==> config.mk <==
export PLATFORM = sky130hd
export DESIGN_NAME = vdc_config_regs
export DESIGN_NICKNAME = d
export VERILOG_FILES = /design/src/core/vdc_pkg.sv /design/src/core/vdc_i2c_slave.sv /design/src/core/vdc_config_regs.sv
export SDC_FILE = /design/constraint.sdc
export NUM_CORES = 1
export LEC_CHECK = 0
export ABC_AREA = 0
export BUFFER_PORTS_ARGS = -buffer_cell sky130_fd_sc_hd__buf_2
export CORE_ASPECT_RATIO = 0.8
export CORE_MARGIN = 4
export CORE_UTILIZATION = 35
export CTS_CLUSTER_SIZE = 28
export DETAILED_ROUTE_END_ITERATION = 12
export PLACE_DENSITY = 0.53
export SYNTH_ARGS = -nofsm -noshare
export SYNTH_HDL_FRONTEND = slang
export SYNTH_SLANG_ARGS = --single-unit
==> constraint.sdc <==
create_clock -name sys_clk -period 3.7 [get_ports sys_clk]
set_input_delay 0 -clock sys_clk [delete_from_list [all_inputs] [get_ports sys_clk]]
set_output_delay 0 -clock sys_clk [all_outputs]
set_load 0.01 [all_outputs]
==> src/core/vdc_pkg.sv <==
// constants, types and small decoders shared by the video decoder config block
// assumes a single 100 MHz clock domain; no timescale needed here
package vdc_pkg;

    // serial control port slave address (arbitrary value)
    localparam logic [6:0] VDC_DEV_ADDR      = 7'h21;
    localparam logic [3:0] VDC_BYTE_BITS     = 4'h8;

    // register offsets
    localparam logic [7:0] VDC_OFS_PAL_COMB  = 8'h39;
    localparam logic [7:0] VDC_OFS_SEL_PWR   = 8'h3a;
    localparam logic [7:0] VDC_OFS_KILL      = 8'h3d;
    localparam logic [7:0] VDC_OFS_RESAMPLE  = 8'h41;
    localparam logic [7:0] VDC_OFS_CHROMA    = 8'h4d;
    localparam logic [7:0] VDC_OFS_EDGE_TH   = 8'h4e;
    localparam logic [7:0] VDC_OFS_NOISE_TH  = 8'h50;

    // field positions
    localparam int VDC_TAPS_LSB   = 6;
    localparam int VDC_OVR_BIT    = 0;
    localparam int VDC_PDN_C_BIT  = 1;
    localparam int VDC_PDN_B_BIT  = 2;
    localparam int VDC_PDN_A_BIT  = 3;
    localparam int VDC_KILL_LSB   = 4;
    localparam int VDC_PSW_BIT    = 6;
    localparam int VDC_CTI_BIT    = 0;
    localparam int VDC_BLEND_BIT  = 1;
    localparam int VDC_BLVL_LSB   = 2;
    localparam int VDC_DNR_BIT    = 5;

    // reserved bits read back at their fixed default pattern
    localparam logic [7:0] VDC_SEL_PWR_FIX   = 8'h00;
    localparam logic [7:0] VDC_KILL_FIX      = 8'h02;
    localparam logic [7:0] VDC_RESAMPLE_FIX  = 8'h01;
    localparam logic [7:0] VDC_CHROMA_FIX    = 8'hc0;

    // values after reset
    localparam logic [1:0] VDC_TAPS_RST      = 2'h3;
    localparam logic [2:0] VDC_COMB_SEL_RST  = 3'h4;
    localparam logic [3:0] VDC_SEL_PWR_RST   = 4'h0;
    localparam logic [2:0] VDC_KILL_THR_RST  = 3'h0;
    localparam logic [1:0] VDC_BLVL_RST      = 2'h0;
    localparam logic [7:0] VDC_EDGE_TH_RST   = 8'h08;
    localparam logic [7:0] VDC_NOISE_TH_RST  = 8'h08;

    localparam logic [1:0] VDC_TAPS_UNUSED   = 2'h0;
    localparam logic [2:0] VDC_KILL_RSVD     = 3'h7;

    // kill levels in tenths of a percent, indexed by threshold code
    localparam logic [8:0] VDC_KILL_NP [0:7] = '{9'h005, 9'h00f, 9'h019, 9'h028,
                                                 9'h055, 9'h0a0, 9'h140, 9'h000};
    localparam logic [8:0] VDC_KILL_SC [0:7] = '{9'h000, 9'h032, 9'h046, 9'h050,
                                                 9'h05f, 9'h096, 9'h140, 9'h000};

    // input select ranges: cvbs, y/c, component, differential
    localparam logic [4:0] VDC_INPUT_SELECT_FIELD_YC      = 5'h08;
    localparam logic [4:0] VDC_INPUT_SELECT_FIELD_COMP    = 5'h0e;
    localparam logic [4:0] VDC_INPUT_SELECT_FIELD_DIFF    = 5'h10;

    // selectors in use for a given input select code, bit 2 = c, 1 = b, 0 = a
    function automatic logic [2:0] vdc_used_sel(input logic [4:0] sel);
        if (sel < VDC_INPUT_SELECT_FIELD_YC)
            return 3'h1;
        else if (sel < VDC_INPUT_SELECT_FIELD_COMP)
            return 3'h3;
        else if (sel < VDC_INPUT_SELECT_FIELD_DIFF)
            return 3'h7;
        else
            return 3'h3;
    endfunction : vdc_used_sel

    typedef enum logic [7:0] {
        VDC_IDLE  = 8'h01,
        VDC_ADDR  = 8'h02,
        VDC_ACKA  = 8'h04,
        VDC_SUB   = 8'h08,
        VDC_ACKW  = 8'h10,
        VDC_WDATA = 8'h20,
        VDC_RDATA = 8'h40,
        VDC_RACK  = 8'h80
    } vdc_i2c_state_t;

    typedef struct packed {
        logic [1:0]     sclSy;
        logic [1:0]     sdaSy;
        logic           sclP;
        logic           sdaP;
        vdc_i2c_state_t state;
        logic [3:0]     cnt;
        logic [7:0]     sh;
        logic           rw;
        logic [7:0]     ptr;
        logic           sdaOe;
        logic           wrStb;
        logic [7:0]     wrAddr;
        logic [7:0]     wrData;
    } vdc_i2c_t;

    typedef struct packed {
        logic [1:0] taps;
        logic [3:0] selPwr;
        logic [2:0] killThr;
        logic       palSwInv;
        logic       ctiEn;
        logic       blendEn;
        logic [1:0] blendLvl;
        logic       dnrEn;
        logic [7:0] edgeTh;
        logic [7:0] noiseTh;
        logic [2:0] combSel;
        logic [2:0] selPdn;
        logic       killOn;
        logic       secamKillOn;
        logic [8:0] killNp;
        logic [8:0] killSc;
        logic       palSw;
    } vdc_regs_t;

endpackage : vdc_pkg

==> src/core/vdc_i2c_slave.sv <==
// two-wire serial control port slave with sub-address pointer and auto-increment
// assumes scl/sda arrive asynchronously and the register bank answers rdData combinationally
`timescale 1ns/10ps
`default_nettype none
module vdc_i2c_slave
    import vdc_pkg::*;
(
    input  wire logic       sys_clk,
    input  wire logic       rst,
    input  wire logic       scl,
    input  wire logic       sdaIn,
    output logic            sdaOe,
    output logic            wrStb,
    output logic [7:0]      wrAddr,
    output logic [7:0]      wrData,
    output logic [7:0]      rdAddr,
    input  wire logic [7:0] rdData
);

    vdc_i2c_t st_r;
    vdc_i2c_t st_nxt;
    logic     sclQ;
    logic     sdaQ;
    logic     rise;
    logic     fall;

    // only the second synchroniser stage feeds edge and condition detection
    assign sclQ = st_r.sclSy[1];
    assign sdaQ = st_r.sdaSy[1];
    assign rise = sclQ & ~st_r.sclP;
    assign fall = ~sclQ & st_r.sclP;

    always_comb
    begin
        st_nxt       = st_r;
        st_nxt.sclSy = {st_r.sclSy[0], scl};
        st_nxt.sdaSy = {st_r.sdaSy[0], sdaIn};
        st_nxt.sclP  = sclQ;
        st_nxt.sdaP  = sdaQ;
        st_nxt.wrStb = 1'b0;
        if (sclQ && st_r.sclP && st_r.sdaP && !sdaQ)
        begin
            st_nxt.state = VDC_ADDR;
            st_nxt.cnt   = 4'h0;
            st_nxt.sdaOe = 1'b0;
        end
        else if (sclQ && st_r.sclP && !st_r.sdaP && sdaQ)
        begin
            st_nxt.state = VDC_IDLE;
            st_nxt.sdaOe = 1'b0;
        end
        else
        begin
            unique case (st_r.state)
                VDC_IDLE: ;
                VDC_ADDR, VDC_SUB, VDC_WDATA:
                begin
                    if (rise)
                    begin
                        st_nxt.sh  = {st_r.sh[6:0], sdaQ};
                        st_nxt.cnt = st_r.cnt + 4'h1;
                    end
                    else if (fall && st_r.cnt == VDC_BYTE_BITS)
                    begin
                        st_nxt.cnt   = 4'h0;
                        st_nxt.sdaOe = 1'b1;
                        st_nxt.state = VDC_ACKW;
                        if (st_r.state == VDC_ADDR)
                        begin
                            st_nxt.rw = st_r.sh[0];
                            st_nxt.state = VDC_ACKA;
                            // another address: stay off the bus until the next start
                            if (st_r.sh[7:1] != VDC_DEV_ADDR)
                            begin
                                st_nxt.sdaOe = 1'b0;
                                st_nxt.state = VDC_IDLE;
                            end
                        end
                        else if (st_r.state == VDC_SUB)
                            st_nxt.ptr = st_r.sh;
                        else
                        begin
                            st_nxt.wrStb  = 1'b1;
                            st_nxt.wrAddr = st_r.ptr;
                            st_nxt.wrData = st_r.sh;
                            st_nxt.ptr    = st_r.ptr + 8'h01;
                        end
                    end
                end
                VDC_ACKA:
                    if (fall && st_r.rw)
                    begin
                        st_nxt.sh    = {rdData[6:0], 1'b0};
                        st_nxt.sdaOe = ~rdData[7];
                        st_nxt.state = VDC_RDATA;
                    end
                    else if (fall)
                    begin
                        st_nxt.sdaOe = 1'b0;
                        st_nxt.state = VDC_SUB;
                    end
                VDC_ACKW:
                    if (fall)
                    begin
                        st_nxt.sdaOe = 1'b0;
                        st_nxt.state = VDC_WDATA;
                    end
                VDC_RDATA:
                    if (rise)
                        st_nxt.cnt = st_r.cnt + 4'h1;
                    else if (fall && st_r.cnt == VDC_BYTE_BITS)
                    begin
                        st_nxt.cnt   = 4'h0;
                        st_nxt.sdaOe = 1'b0;
                        st_nxt.ptr   = st_r.ptr + 8'h01;
                        st_nxt.state = VDC_RACK;
                    end
                    else if (fall)
                    begin
                        st_nxt.sdaOe = ~st_r.sh[7];
                        st_nxt.sh    = {st_r.sh[6:0], 1'b0};
                    end
                VDC_RACK:
                    if (rise && sdaQ)
                        st_nxt.state = VDC_IDLE;
                    else if (fall)
                    begin
                        st_nxt.sh    = {rdData[6:0], 1'b0};
                        st_nxt.sdaOe = ~rdData[7];
                        st_nxt.state = VDC_RDATA;
                    end
            endcase
        end
    end

    always_ff @(posedge sys_clk or posedge rst)
    begin
        if (rst)
            st_r <= '{sclSy: 2'h3, sdaSy: 2'h3, sclP: 1'b1, sdaP: 1'b1,
                      state: VDC_IDLE, default: '0};
        else
            st_r <= st_nxt;
    end

    assign sdaOe  = st_r.sdaOe;
    assign wrStb  = st_r.wrStb;
    assign wrAddr = st_r.wrAddr;
    assign wrData = st_r.wrData;
    assign rdAddr = st_r.ptr;

endmodule : vdc_i2c_slave
`default_nettype wire

==> src/core/vdc_config_regs.sv <==
// video decoder configuration register bank reached over the two-wire control port
// assumes inputSelect, colorKillEnable and palSwitchRaw come from logic on sys_clk
//
// Notes on behaviour
// - the pal chroma comb tap code picks 5-to-3 two-tap, 5-to-3 three-tap or 5-to-4, and 00 is never taken.
// - with the override bit clear the per-selector power-down bits have no effect.
// - with the override set, selectors not used by the chosen input select code are powered down.
// - bit 1 powers down the third selector with its clamp and buffer when the override is set.
// - bit 2 powers down the second selector with its clamp and buffer when the override is set.
// - bit 3 powers down the first selector with its clamp and buffer when the override is set.
// - the three-bit threshold picks the ntsc/pal and secam kill levels, with code 111 reserved.
// - the threshold acts only while color kill is enabled, otherwise no kill at all.
// - bit 6 of the resample register sets the polarity of the pal switch bit in the lock output.
// - bit 0 enables the chroma transient improver and bit 1 enables the blend with original chroma.
// - bits 3:2 choose the blend from sharpest (00) to smoothest (11).
// - bit 5 enables the noise reduction stages, clear bypasses them.
// - the byte at 0x4e is the least chroma edge the improver steepens, reset 0x08.
// - the byte at 0x50 is the amplitude below which variation is removed as noise, reset 0x08.
`timescale 1ns/10ps
`default_nettype none
module vdc_config_regs
    import vdc_pkg::*;
(
    input  wire logic       sys_clk,
    input  wire logic       rst,
    input  wire logic       scl,
    input  wire logic       sdaIn,
    output logic            sdaOut,
    output logic            sdaOe,
    input  wire logic [4:0] inputSelect,
    input  wire logic       colorKillEnable,
    input  wire logic       palSwitchRaw,
    output logic [2:0]      palCombSel,
    output logic [2:0]      selectorPowerdown,
    output logic            colorKillActive,
    output logic            secamKillActive,
    output logic [8:0]      killLevelNtscPal,
    output logic [8:0]      killLevelSecam,
    output logic            subcarrierPalSwitch,
    output logic            chromaImproverEnable,
    output logic            chromaBlendEnable,
    output logic [1:0]      chromaBlendLevel,
    output logic            noiseReductionEnable,
    output logic [7:0]      chromaEdgeThreshold,
    output logic [7:0]      noiseThreshold
);

    vdc_regs_t  st_r;
    vdc_regs_t  st_nxt;
    logic       wrStb;
    logic [7:0] wrAddr;
    logic [7:0] wrData;
    logic [7:0] rdAddr;
    logic [7:0] rdData;
    logic [2:0] manualPdn;

    vdc_i2c_slave u_port (
        .sys_clk (sys_clk),
        .rst     (rst),
        .scl     (scl),
        .sdaIn   (sdaIn),
        .sdaOe   (sdaOe),
        .wrStb   (wrStb),
        .wrAddr  (wrAddr),
        .wrData  (wrData),
        .rdAddr  (rdAddr),
        .rdData  (rdData)
    );

    // open drain: the pin is only ever pulled low
    assign sdaOut = 1'b0;

    assign manualPdn = {st_r.selPwr[VDC_PDN_C_BIT], st_r.selPwr[VDC_PDN_B_BIT],
                        st_r.selPwr[VDC_PDN_A_BIT]};

    // readback; reserved bits show their fixed pattern, unmapped offsets read zero
    always_comb
    begin
        rdData = 8'h00;
        unique case (rdAddr)
            VDC_OFS_PAL_COMB: rdData = {st_r.taps, 6'h00};
            VDC_OFS_SEL_PWR:  rdData = VDC_SEL_PWR_FIX | {4'h0, st_r.selPwr};
            VDC_OFS_KILL:     rdData = VDC_KILL_FIX | {1'b0, st_r.killThr, 4'h0};
            VDC_OFS_RESAMPLE: rdData = VDC_RESAMPLE_FIX | {1'b0, st_r.palSwInv, 6'h00};
            VDC_OFS_CHROMA:   rdData = VDC_CHROMA_FIX | {2'h0, st_r.dnrEn, 1'b0,
                                                         st_r.blendLvl, st_r.blendEn, st_r.ctiEn};
            VDC_OFS_EDGE_TH:  rdData = st_r.edgeTh;
            VDC_OFS_NOISE_TH: rdData = st_r.noiseTh;
            default:          rdData = 8'h00;
        endcase
    end

    always_comb
    begin
        st_nxt = st_r;
        // writes to reserved bits are dropped so they keep their defaults
        if (wrStb)
        begin
            unique case (wrAddr)
                VDC_OFS_PAL_COMB:
                    // the unused tap code is refused, the previous choice stands
                    if (wrData[VDC_TAPS_LSB +: 2] != VDC_TAPS_UNUSED)
                        st_nxt.taps = wrData[VDC_TAPS_LSB +: 2];
                VDC_OFS_SEL_PWR:  st_nxt.selPwr = wrData[3:0];
                VDC_OFS_KILL:     st_nxt.killThr = wrData[VDC_KILL_LSB +: 3];
                VDC_OFS_RESAMPLE: st_nxt.palSwInv = wrData[VDC_PSW_BIT];
                VDC_OFS_CHROMA:
                begin
                    st_nxt.ctiEn    = wrData[VDC_CTI_BIT];
                    st_nxt.blendEn  = wrData[VDC_BLEND_BIT];
                    st_nxt.blendLvl = wrData[VDC_BLVL_LSB +: 2];
                    st_nxt.dnrEn    = wrData[VDC_DNR_BIT];
                end
                VDC_OFS_EDGE_TH:  st_nxt.edgeTh = wrData;
                VDC_OFS_NOISE_TH: st_nxt.noiseTh = wrData;
                default: ;
            endcase
        end

        unique case (st_r.taps)
            2'h1:    st_nxt.combSel = 3'h1;
            2'h2:    st_nxt.combSel = 3'h2;
            2'h3:    st_nxt.combSel = 3'h4;
            default: st_nxt.combSel = st_r.combSel;
        endcase

        // auto power-down follows inputSelect through one register, so a new input wakes its channels one edge later
        if (st_r.selPwr[VDC_OVR_BIT])
            st_nxt.selPdn = manualPdn | ~vdc_used_sel(inputSelect);
        else
            st_nxt.selPdn = 3'h0;

        // reserved threshold code is treated as no kill
        st_nxt.killOn      = colorKillEnable && st_r.killThr != VDC_KILL_RSVD;
        st_nxt.killNp      = st_nxt.killOn ? VDC_KILL_NP[st_r.killThr] : 9'h000;
        st_nxt.killSc      = st_nxt.killOn ? VDC_KILL_SC[st_r.killThr] : 9'h000;
        st_nxt.secamKillOn = st_nxt.killOn && VDC_KILL_SC[st_r.killThr] != 9'h000;

        st_nxt.palSw = palSwitchRaw ^ st_r.palSwInv;
    end

    always_ff @(posedge sys_clk or posedge rst)
    begin
        if (rst)
            st_r <= '{taps: VDC_TAPS_RST, selPwr: VDC_SEL_PWR_RST, killThr: VDC_KILL_THR_RST,
                      blendLvl: VDC_BLVL_RST, edgeTh: VDC_EDGE_TH_RST,
                      noiseTh: VDC_NOISE_TH_RST, combSel: VDC_COMB_SEL_RST, default: '0};
        else
            st_r <= st_nxt;
    end

    assign palCombSel           = st_r.combSel;
    assign selectorPowerdown    = st_r.selPdn;
    assign colorKillActive      = st_r.killOn;
    assign secamKillActive      = st_r.secamKillOn;
    assign killLevelNtscPal     = st_r.killNp;
    assign killLevelSecam       = st_r.killSc;
    assign subcarrierPalSwitch  = st_r.palSw;
    assign chromaImproverEnable = st_r.ctiEn;
    assign chromaBlendEnable    = st_r.blendEn;
    assign chromaBlendLevel     = st_r.blendLvl;
    assign noiseReductionEnable = st_r.dnrEn;
    assign chromaEdgeThreshold  = st_r.edgeTh;
    assign noiseThreshold       = st_r.noiseTh;

    // checks
    logic [2:0] unusedSel;
    assign unusedSel = ~vdc_used_sel(inputSelect);
endmodule : vdc_config_regs
`default_nettype wire

=== After elaboration in Yosys (flattened, before gate mapping) ===
Memory sizes are Yosys's and may differ from the RTL's.
Cells that the tools add are included.

* Word-level logic and storage cells: 202
* Memory bits (writable): 0
* ROM bits: 144
* Input bits: 11
* Latch bits: 0
* Output and inout port bits: 50
* Memories kept: 2
* Register bits: 111

* Bitwise logic cells: 15
* Order comparisons: 4
* Divide/modulo/power cells: 0
* Multiply operators: 0
* Reduce and logical (&&, ||, !) cells: 34
* Shift operators: 0
* $add $sub $neg: 2
* Multiplexer cells: 64
* Eq/ne operators: 51

{| class="wikitable"
|+ Memory list
! name !! depth !! width !! rd ports !! clocked after Yosys merged registers in !! write ports !! RTL line !! text
|-
| (no name shown) || 8 || 9 || 1 || 0 || 0 || vdc_config_regs.sv:137 || <nowiki>st_nxt.secamKillOn = st_nxt.killOn && VDC_KILL_SC[st_r.killThr] != 9'h000;</nowiki>
|-
| (no name shown) || 8 || 9 || 1 || 0 || 0 || vdc_config_regs.sv:135 || <nowiki>st_nxt.killNp = st_nxt.killOn ? VDC_KILL_NP[st_r.killThr] : 9'h000;</nowiki>
|}

{| class="wikitable"
|+ Operator list
! cell !! number
|-
| $mux 8 || 18
|-
| $mux 17 || 5
|-
| $eq 8x7->1 const B || 9
|-
| $mux 9 || 7
|-
| $eq 8x6->1 const B || 7
|-
| $pmux 8 s7 || 1
|-
| $mux 27 || 2
|-
| $pmux 8 s5 || 1
|-
| $mux 12 || 3
|-
| $pmux 8 s4 || 1
|-
| $ne 4x1->1 const B || 6
|-
| $mux 21 || 1
|-
| $mux 3 || 6
|-
| $pmux 8 s2 || 1
|-
| $reduce_and 8->1 || 2
|-
| $ne 5x1->1 const B || 3
|-
| $ne 2x1->1 const B || 7
|-
| $reduce_and 7->1 || 2
|-
| $mux 1 || 12
|-
| $reduce_and 2->1 || 6
|-
| $logic_and 1x1->1 || 10
|-
| $lt 5x4->1 const B || 2
|-
| $ne 2x2->1 const B || 5
|-
| $reduce_and 10->1 || 1
|-
| 37 further kinds || 52
|}

=== Logic depth before layout (Yosys ltp) ===
Gate-level depths: netlist of run 1.

* Depth in word-level cells: 8
* Mapped depth: 10
* Mapped depth without buffers: 8

=== By module ===
From an unflattened synthesis of run 1, not the netlist that was laid out.

* Cell total of the unflattened synthesis: 551
* Area, all modules: 5838.1 µm²

{| class="wikitable"
|+ Modules (own cells, without submodules)
! module !! seq. area each (µm²) !! instances !! cells each !! area each (µm²)
|-
| vdc_i2c_slave || 1335.0 || 1 || 296 || 3017.9
|-
| vdc_config_regs || 1357.6 || 1 || 255 || 2820.2
|}

=== Worst setup path after synthesis of run 1 ===
No wires, ideal clock.

* Path type: reg2reg
* Start point: register u_port.st_r (netlist bit u_port.rdAddr[1])
* End point: register u_port.st_r[29] in the netlist's numbering
* Stages on the path, launching flop included: 10
* Path slack: 1.434 ns
* Required time: 3.618 ns
* Buffers on the path: 1
* Period minus slack after synthesis: 2.266 ns
* Data arrival time: 2.184 ns
* Library setup time: 0.082 ns
* Cell sequence: dfrtp_1 inv_1 ha_1 clkbuf_1 nand2b_1 nor4bb_1 nor3_1 a21oi_2 o21ai_0 a31oi_1

* Longest elaborated chain between the ends: 5
* Elaborated cells between the ends (all ways): 12
* Classes of those cells: eq/ne (7); mux (5)

{| class="wikitable"
|+ Ends and longest elaborated chain
! item !! RTL line !! text
|-
| start, declared || vdc_i2c_slave.sv:20 || <nowiki>vdc_i2c_t st_r;</nowiki>
|-
| start signal, assigned || vdc_i2c_slave.sv:139 || <nowiki>st_r <= '{sclSy: 2'h3, sdaSy: 2'h3, sclP: 1'b1, sdaP: 1'b1,</nowiki>
|-
| start signal, assigned || vdc_i2c_slave.sv:142 || <nowiki>st_r <= st_nxt;</nowiki>
|-
| $eq 8x7->1 or $eq 8x6->1 (tied branches) || vdc_config_regs.sv:80 || <nowiki>unique case (rdAddr)</nowiki>
|-
| $pmux 8 s7 * || vdc_config_regs.sv:80 ||
|-
| $mux 8 || vdc_i2c_slave.sv:126 || <nowiki>else if (fall)</nowiki>
|-
| $mux 8 || vdc_i2c_slave.sv:124 || <nowiki>if (rise && sdaQ)</nowiki>
|-
| $pmux 8 s4 * || vdc_i2c_slave.sv:54 || <nowiki>unique case (st_r.state)</nowiki>
|}

Every way passes the cells marked *; elsewhere a longest branch is shown, timed or not. The select of a mux whose other input is x is not followed.
A chain may end at the register's enable or synchronous reset.

=== Worst setup path after layout of run 1 ===
* Start point: register u_port.st_r (netlist bit u_port.rdAddr[1])
* End point: register u_port.st_r[28] in the netlist's numbering

Same word-level chain as after synthesis.

==> impl_results.md, run 1 <==
- Setup crit end kind: register
- Minimum clock period: 2570 ps
- Fin cells: 821
- Synthesized flop and latch total: 107
- DRT Wirelength: 13800 um
- DIE AREA: 18600 um^2
- Initial core utilization: 0.360
- Initial antenna violation count: 0
- Power Total: between 2 and 3 mW
- Crit path required time: 3970 ps
- Worst Setup Slack post-DPL: 1150 ps
- DR vias/cell: 5.15
- Gr ovfl total: 0
- Slowest cell delay on critical path: ~480 ps
- H-tree depth: 3
- Pwr Density: approximately 400 nW/um^2
- Ant. Diodes: 0
- Area contributors post-synth: dfrtp_1, buf_4, nand2_1
- Clk sink count: 107
- Register-to-Register Path Depth: 9
- Worst r2r dst: u_port.st_r[28]
- Leak: 2.94 nW
- Vias in the first global route: approximately 4300
- Syn. warnings: 0
- Hpwl dp: just under 10000 um
- Slew HR: 0.450
- Routability Congestion: 0.869
- Die outline height: 123 um
- Post-Place Cell Area: 5910 um^2
- FILL cells: 1581
- Sequential area share after synthesis: 0.468
- Final Setup Violations: 0
- TritonRoute pass-1 iters: 4
- Register Area: 2690 um^2
- Cell area after synthesis: 5750 um^2
- Area grow syn2layout: 10.1%
- EDFF count, synth: 0
- Crit path max fanout: 9
- Ports: 61
- Max-cap viol count: 0
- DRC: 0
- RSZ-0062 raised after global routing: no
- Bufs on Longest Clock Path: 2
- Critical Path AT: 2840 ps
- CTS Buf Count: 9
- TritonCTS clock tree: built
- Pin count of the biggest net entering global routing: between 40 and 50
- Final setup TNS: 0 ps
- Share of cells above drive strength 1: 0.231
- I/O Buffers: 58
- First-pass GRT wire length: 22900 um
- Most common cell in the netlist: dfrtp_1
- Share of the synthesized area in the top cell type: 0.414
- Via count: 4230
- Final Net Count: between 600 and 700
- Avg Inst Size Synth: 9.84 um^2
- Synthesized Nets: 607
- Max-slew violations: 0
- Slowest cell on crit path: dfrtp_1
- Dpl cells: 796
- DRT antenna net count: 0
- Final non-filler cell area: 6330 um^2
- Leading cell types by count after synthesis: dfrtp_1, nand2_1, buf_4
- Post-Syn Instances: 584
- Total global-route track usage: 0.157
- Worst Max-Slew Pin Slew: between 800 and 900 ps
- R2r setup slk: 1130 ps
- Final worst slack: 1130 ps
- CTS clk-pin slew, worst paths: 70 ps
- Area of the multi-input gates: 2540 um^2
- Setup bufs post-CTS: 0
- Hold buffers post-CTS: 9
- Clock Latency Late Sink: 350 ps
- Post-CTS Resized: 0
- RR Startpoint: u_port.rdAddr[1]
- Iter 0 DRT Violations: approximately 280
- Tcrit/Tclk final: 0.695
- FMAX: about 0.39 GHz
- Core box area: 16000 um^2
- Area leader, netlist: dfrtp_1
- Hold/Removal Path Class: in -> async
- Setup Skew: 10.5 ps
- WHS: 217 ps
- Yosys cell types: 72
- Critical path class: reg -> reg
- Status: complete, no violations
- Ys async rst share: 1.00
- Synth Flop Type: dfrtp_1
- Core Util, Final: 0.397
- # rows: 41
- Hold Fails Final Rpt: 0
- Worst VDD drop: 0.000230 V
- Crit start category: register
- Root Driver: clkbuf_16
- DR WL/cell: 16.8 um
- CP Cell Sequence: inv_1 -> ha_1 -> nand2b_1 -> nor4bb_1 -> buf_4 -> nor3_1 -> a21oi_2 -> o31ai_1 -> a31oi_1
- Die width: 151 um
[cells by family after synthesis]
group           after synthesis  share of synthesized area
compound gates              118                      0.138
mux                          30                     0.0583
simple gates                226                      0.209
other cells                   1                   0.000652
buf+inv                      84                     0.0897
fa+ha+maj                    12                     0.0261
xor+xnor                      6                    0.00914
flops                       107                      0.468
[sequential cells by signal (all words and copies together), names as in the netlist, 2 cells and up]
register,count
chromaBlendLevel,2
u_port.wrData,8
killLevelSecam,7
manualPdn,3
st_r,7
u_port.wrAddr,8
palCombSel,3
u_port.st_r,23
killLevelNtscPal,7
selectorPowerdown,3
noiseThreshold,8
u_port.st_nxt,2
u_port.rdAddr,8
chromaEdgeThreshold,8
[worst max-delay path, delay by kind of cell, from the launching register on]
| kind | cells | cell delay [ps] |
|---|---|---|
| compound gates | 3 | 710 |
| simple gates | 3 | 530 |
| flops | 1 | 480 |
| fa+ha+maj | 1 | 410 |
| buf+inv | 2 | 340 |
[worst max-delay path by stage]
stage	startpoint	endpoint	slack, ps	cells after the start
finish	u_port.rdAddr[1]	u_port.st_r[28]	1130	9
global route	u_port.rdAddr[1]	u_port.st_r[28]	850	9
CTS	u_port.st_r[35]	u_port.wrAddr[0]	1130	7
detailed placement	u_port.st_r[35]	u_port.wrAddr[0]	1150	7
global placement	u_port.rdAddr[1]	u_port.st_r[28]	1170	9
floorplan	rst	chromaBlendEnable	900	1
[layout by cell type, fill, tap and decap left out, drive strengths merged, types with 8 or more instances in the layout]
cell | Yosys | routed
dfrtp | 95 | 95
nand2 | 87 | 87
buf | 57 | 67
nor2 | 38 | 38
o21ai | 38 | 38
mux2 | 28 | 28
nand3 | 24 | 24
a21oi | 21 | 21
inv | 14 | 14
clkbuf | 13 | 14
nor2b | 12 | 12
ha | 12 | 12
dfstp | 12 | 12
a22oi | 10 | 10
dlygate4sd3 | 0 | 9
nor4 | 8 | 8
[power breakdown]
group	internal (mW)	leakage (nW)	switching, mW	total (mW)
Sequential	1.23	1.42	0.0852	1.31
Combinational	0.0754	1.36	0.100	0.176
Clock	0.631	0.157	0.414	1.04
Total	1.93	2.94	0.599	2.53
[per-layer routing]
| layer | share of wire | GRT usage | vias up | wire length, um |
|---|---|---|---|---|
| li1 | - | - | 2060 | - |
| met2 | 0.44 | 0.241 | 98 | 6080 |
| met4 | 0.0095 | 0.0357 | 0 | 132 |
| met1 | 0.49 | 0.222 | 2061 | 6770 |
| met5 | 0 | 0 | - | 0 |
| met3 | 0.061 | 0.0439 | 11 | 839 |
[final cells by class]
type	count	share of cell area
Sequential cell	107	0.425
Multi-Input combinational cell	393	0.401
Timing Repair Buffer	76	0.0708
Tap cell	215	0.0425
Clock buffer	14	0.0417
Clock inverter	2	0.00949
Inverter	14	0.00870
Note: power is estimated with default switching activity, not from simulation.
==> run 2: changes to the inputs <==
==> constraint.sdc (replaced) <==
create_clock -name sys_clk -period 2.5 [get_ports sys_clk]
set_input_delay 0 -clock sys_clk [delete_from_list [all_inputs] [get_ports sys_clk]]
set_output_delay 0 -clock sys_clk [all_outputs]
set_load 0.01 [all_outputs]
==> impl_results.md, run 2 (same netlist as run 1, synthesis figures left out) <==
- CP startpoint: u_port.st_r[35]
- Initial core utilization: 0.360
- Met2 WL post-DR: 5970 um
- Tcrit/Tclk final: 0.948
- CTS clk-pin slew, worst paths: ~70 ps
- TritonCTS clock tree: built
- Setup Skew: 9.46 ps
- DRC: 0
- Setup crit end kind: register
- Max-slew violations: 0
- Fin cells: 845
- H-tree depth: 3
- Ant. Diodes: 0
- FILL cells: 1577
- Slew HR: 0.512
- Area grow syn2layout: 13.0%
- R2r setup slk: 130 ps
- Critical Path AT: 2620 ps
- Crit path max fanout: 6
- Hold/Removal Path Class: in -> reg
- FMAX: 0.422 GHz
- Register-to-Register Path Depth: 9
- DIE AREA: 18600 um^2
- I/O Buffers: 58
- Crit path required time: 2750 ps
- Met3 Routed Length: 947 um
- DRT Wirelength: 14100 um
- Clock Latency Late Sink: 350 ps
- DR vias/cell: 5.23
- Max reg flops: 23
- First-pass GRT wire length: 22500 um
- Area of the multi-input gates: 2540 um^2
- Vias in the first global route: 4207
- Root Driver: clkbuf_16
- Post-CTS Resized: 0
- Initial antenna violation count: 0
- Max-cap viol count: 0
- Iter 0 DRT Violations: 304
- Top Metal Used: met4
- Routability Congestion: 0.884
- Core box area: 16000 um^2
- Worst r2r dst: u_port.st_r[37]
- Status: complete, no violations
- Via count: between 4000 and 5000
- Hpwl dp: 10400 um
- Register Area: 2690 um^2
- Final non-filler cell area: 6490 um^2
- Die outline height: about 120 um
- Leak: 3.05 nW
- Core Util, Final: 0.407
- Worst VDD drop: 0.000295 V
- Gr ovfl total: 0
- Bufs on Longest Clock Path: 2
- Pin count of the biggest net entering global routing: 53
- # rows: 41
- Hold Fails Final Rpt: 0
- Pwr Density: approximately 560 nW/um^2
- Dpl cells: 819
- TritonRoute pass-1 iters: 7
- Share of cells above drive strength 1: 0.265
- Minimum clock period: 2370 ps
- DRT antenna net count: 0
- DR WL/cell: 16.7 um
- Die width: 151 um
- CP endpoint: u_port.st_r[37]
- Clk sink count: approximately 110
- Critical path class: reg -> reg
- Most common cell after layout, fill and taps aside: dfrtp_1
- Crit start category: register
- Most frequent cells in the layout: dfrtp_1, nand2_1, buf_2
- CTS Buf Count: 9
- Worst Max-Slew Pin Slew: 730 ps
- Ports: 61
- WL met1: 6960 um
- RR Startpoint: u_port.st_r[35]
- Post-Place Cell Area: 6110 um^2
- Final Net Count: 648
- Most flop-heavy register: u_port.st_r
- Final Setup Violations: 0
- Total global-route track usage: 0.157
[run 2: cell count changes in the layout (fill, tap and decap cells not counted), moves of 2 or more]
cell       change
bufinv_16      -2
buf_4         +23
clkinv_4       +2
clkbuf_1       -2
buf_12         +2
inv_6          +3
[run 2: timing repair]
action,4_1_cts,5_1_grt
hold endpoints to repair,46,0
hold buffers,8,0
setup endpoints to repair,0,4
setup buffers,0,2
[run 2: where the power goes]
| part | internal (mW) | total (mW) | switching (mW) |
|---|---|---|---|
| combinational | 0.134 | 0.300 | 0.166 |
| sequential | 1.82 | 1.93 | 0.115 |
| clock | 0.719 | 1.40 | 0.678 |
| total | 2.67 | 3.63 | 0.959 |
[run 2: how the worst min path moves through the flow]
| stage | end | from | depth (start not counted) |
|---|---|---|---|
| final | u_port.st_nxt[52] | scl | 2 |
| after global routing | u_port.st_nxt[52] | scl | 2 |
| after global placement | u_port.st_nxt[52] | scl | 1 |
| after floorplan | u_port.st_nxt[50] | sdaIn | 0 |
| after CTS | u_port.st_nxt[52] | scl | 2 |
| after detailed placement | u_port.st_nxt[52] | scl | 1 |
[run 2: stage by stage]
| step | total power [mW] | setup TNS, ps | setup WS (ps) | hold slack [ps] |
|---|---|---|---|---|
| 4_1_cts | 3.67 | 0 | 156 | 259 |
| 2_1_floorplan | 2.12 | 0 | 234 | 4.48 |
| 6_report | 3.63 | 0 | 131 | 275 |
| 3_3_place_gp | 2.24 | 0 | 224 | 107 |
| 3_5_place_dp | 2.25 | 0 | 173 | 108 |
| 5_1_grt | 3.79 | -43.3 | -29.3 | 277 |
[run 2: layout make-up]
| class | count | share of cell area |
|---|---|---|
| Tap cell | 215 | 0.0414 |
| Inverter | 14 | 0.00867 |
| Clock buffer | 11 | 0.0374 |
| Multi-Input combinational cell | 393 | 0.391 |
| Timing Repair Buffer | 100 | 0.100 |
| Clock inverter | 5 | 0.00674 |
| Sequential cell | 107 | 0.415 |
[run 2: routing by layer]
layer,global-route usage,vias to the layer above
met3,0.0369,14
met1,0.234,2166
met2,0.228,132
met5,0,-
li1,-,2105
met4,0.0453,0
[run 2: worst max-delay path, cell delays in order, from the launching register on]
cell and delay [ps]:
dfrtp_1 400, inv_1 100, ha_1 150, nand3b_1 130, or2_0 370, buf_4 210, a22o_1 190, o21ai_1 240
o21ai_0 190, a22o_1 260
==> run 3: changes to the inputs <==
--- a/config.mk
+++ b/config.mk
@@ -13,6 +13,7 @@
 export CTS_CLUSTER_SIZE = 28
 export DETAILED_ROUTE_END_ITERATION = 12
 export PLACE_DENSITY = 0.53
+export RECOVER_POWER = 50
 export SYNTH_ARGS = -nofsm -noshare
 export SYNTH_HDL_FRONTEND = slang
 export SYNTH_SLANG_ARGS = --single-unit
==> constraint.sdc (replaced) <==
create_clock -name sys_clk -period 2.43 [get_ports sys_clk]
set_input_delay 0 -clock sys_clk [delete_from_list [all_inputs] [get_ports sys_clk]]
set_output_delay 0 -clock sys_clk [all_outputs]
set_load 0.01 [all_outputs]
==> impl_results.md, run 3 (same netlist as run 1, synthesis figures left out) <==
- Status: complete, no violations
- Minimum clock period: 2340 ps
- Clock Latency Late Sink: about 360 ps
- Most common cell after layout, fill and taps aside: dfrtp_1
- DRC: 0
- Slew HR: 0.345
- Clk sink count: 107
- Setup crit end kind: register
- GR met2 Demand/Resource: 0.237
- Gr ovfl total: 0
- RSZ-0062 raised after global routing: no
- H-tree depth: 3
- Final Setup Violations: 0
- Register Area: 2690 um^2
- Most used cell along the critical path: buf_4
- Hpwl dp: about 11000 um
- Share of cells above drive strength 1: 0.202
- Worst VDD drop: 0.000318 V
- TritonRoute pass-1 iters: 5
- DR vias/cell: 5.13
- DR WL/cell: 16.9 um
- CTS Buf Count: 9
- Worst Hold Path EP: u_port.st_nxt[52]
- First-pass GRT wire length: 23300 um
- DRT antenna net count: 0
- Slowest cell on crit path: nor4b_2
- Fin cells: 854
- Crit start category: register
- Root Driver: clkbuf_16
- Most frequent cells in the layout: dfrtp_1, nand2_1, clkbuf_1
- FILL cells: 1601
- Grt met3 use: 0.0484
- TritonCTS clock tree: built
- Final Net Count: approximately 660
- WHS: 275 ps
- Area of the multi-input gates: 2570 um^2
- Total global-route track usage: 0.162
- Iter 0 DRT Violations: 246
- R2r setup slk: 90 ps
- Hold_sp: scl
- Area grow syn2layout: 14.1%
- Vias in the first global route: approximately 4300
- CP Cell Sequence: buf_4 -> nor4_1 -> nor4b_2 -> a21oi_1 -> o22ai_4 -> buf_4 -> nand3_1 -> o21ai_0
- Dpl cells: 827
- Worst r2r dst: u_port.st_r[41]
- Worst Max-Slew Pin Slew: 976 ps
- Initial antenna violation count: 1
- Setup Skew: 13.4 ps
- Critical path class: reg -> reg
- Pin count of the biggest net entering global routing: 86
- DIE AREA: 18600 um^2
- FMAX: 0.427 GHz
- Critical Path AT: about 2600 ps
- Ports: a little over 60
- Via count: about 4400
- Hold/Removal Path Class: in -> reg
- Max reg flops: 23
- Bufs on Longest Clock Path: 2
- Worst Setup Slack post-DPL: -1.92 ps
- Most used routing layer: met1
- Max-slew violations: 0
- Leak: between 2 and 3 nW
- Hold Fails Final Rpt: 0
- Ant. Diodes: 0
- Most flop-heavy register: u_port.st_r
- Register-to-Register Path Depth: 8
- Routability Congestion: 0.918
- # rows: 41
- RR Startpoint: u_port.st_r[40]
- Core box area: about 16000 um^2
- Crit path required time: 2700 ps
- Pwr Density: 581 nW/um^2
- CTS clk-pin slew, worst paths: 70 ps
- Tcrit/Tclk final: 0.964
- Die outline height: 123 um
- Initial core utilization: 0.360
- Die width: roughly 150 um
- Met1 Usage GRT: 0.239
- DRT Wirelength: 14400 um
- Slowest cell delay on critical path: 500 ps
- Max-cap viol count: 0
- Crit path max fanout: 10
- Worst hold path cell count: 2
- I/O Buffers: 58
- Final worst slack: 88.2 ps
[run 3: changes by cell type in the layout (fill, tap and decap cells not counted), moves of 2 or more]
cell      before  now
nor4b_2        1    3
nor4b_1        5    3
dfstp_1        0    4
clkinv_2       0    2
clkbuf_1       1   48
clkinv_4       2    0
buf_4         32   40
dfstp_2       12    8
inv_6          3    1
buf_2         58   10
[run 3: metrics by stage]
step | power [mW] | area, um^2 | util | TNS, ps
2_1_floorplan | 2.18 | 5750 | - | 0
3_3_place_gp | 2.32 | 6190 | 0.388 | 0
3_5_place_dp | 2.33 | 6190 | 0.388 | -1.92
4_1_cts | 3.85 | 6580 | 0.412 | 0
5_1_grt | 3.99 | 6560 | 0.411 | 0
6_report | 3.81 | 6560 | 0.411 | 0
[run 3: what timing repair did]
| item | 4_1_cts | 5_1_grt |
|---|---|---|
| hold buffers | 8 | 0 |
| gates resized for setup | 1 | 4 |
| cloned | 0 | 0 |
| endpoints found under the hold margin | 35 | 0 |
| setup buffers | 0 | 3 |
| pin swaps | 0 | 2 |
| setup endpoints to repair | 1 | 12 |
[run 3: routing by layer]
| layer | vias to the layer above | share of wire |
|---|---|---|
| met5 | - | 0.0010 |
| met4 | 2 | 0.0094 |
| met3 | 11 | 0.063 |
| met2 | 118 | 0.44 |
| met1 | 2127 | 0.49 |
| li1 | 2119 | - |
[run 3: final cells by class]
type	instances	share of cell area
tap	215	0.0410
clock buffer	10	0.0364
timing repair buffer	109	0.102
inverter	14	0.00820
clock inverter	6	0.00973
multi-input combinational	393	0.392
sequential	107	0.411
[run 3: worst max-delay path by stage]
stage | from | endpoint | slack [ps] | depth (start not counted)
final | u_port.st_r[40] | u_port.st_r[41] | 90 | 8
after floorplan | u_port.rdAddr[1] | u_port.st_r[29] | 160 | 9
after CTS | u_port.st_r[45] | u_port.st_r[28] | 20 | 6
after global routing | u_port.st_r[40] | u_port.st_r[41] | 4 | 8
after global placement | u_port.st_r[43] | u_port.st_r[39] | 20 | 7
after detailed placement | u_port.st_r[43] | u_port.st_r[39] | -2 | 7
[run 3: critical path: cells and delay by family (launching register included)]
| kind | cells | cell delay, ps |
|---|---|---|
| AND/OR/NAND/NOR | 3 | 890 |
| AO/OA/AOI/OAI | 3 | 580 |
| flip-flops | 1 | 410 |
| buffers and inverters | 2 | 380 |
[run 3: power breakdown]
part           total (mW)  switching (mW)  internal (mW)
clock                1.49           0.667          0.827
sequential           1.97           0.105           1.87
combinational       0.341           0.189          0.151
total                3.81           0.962           2.85
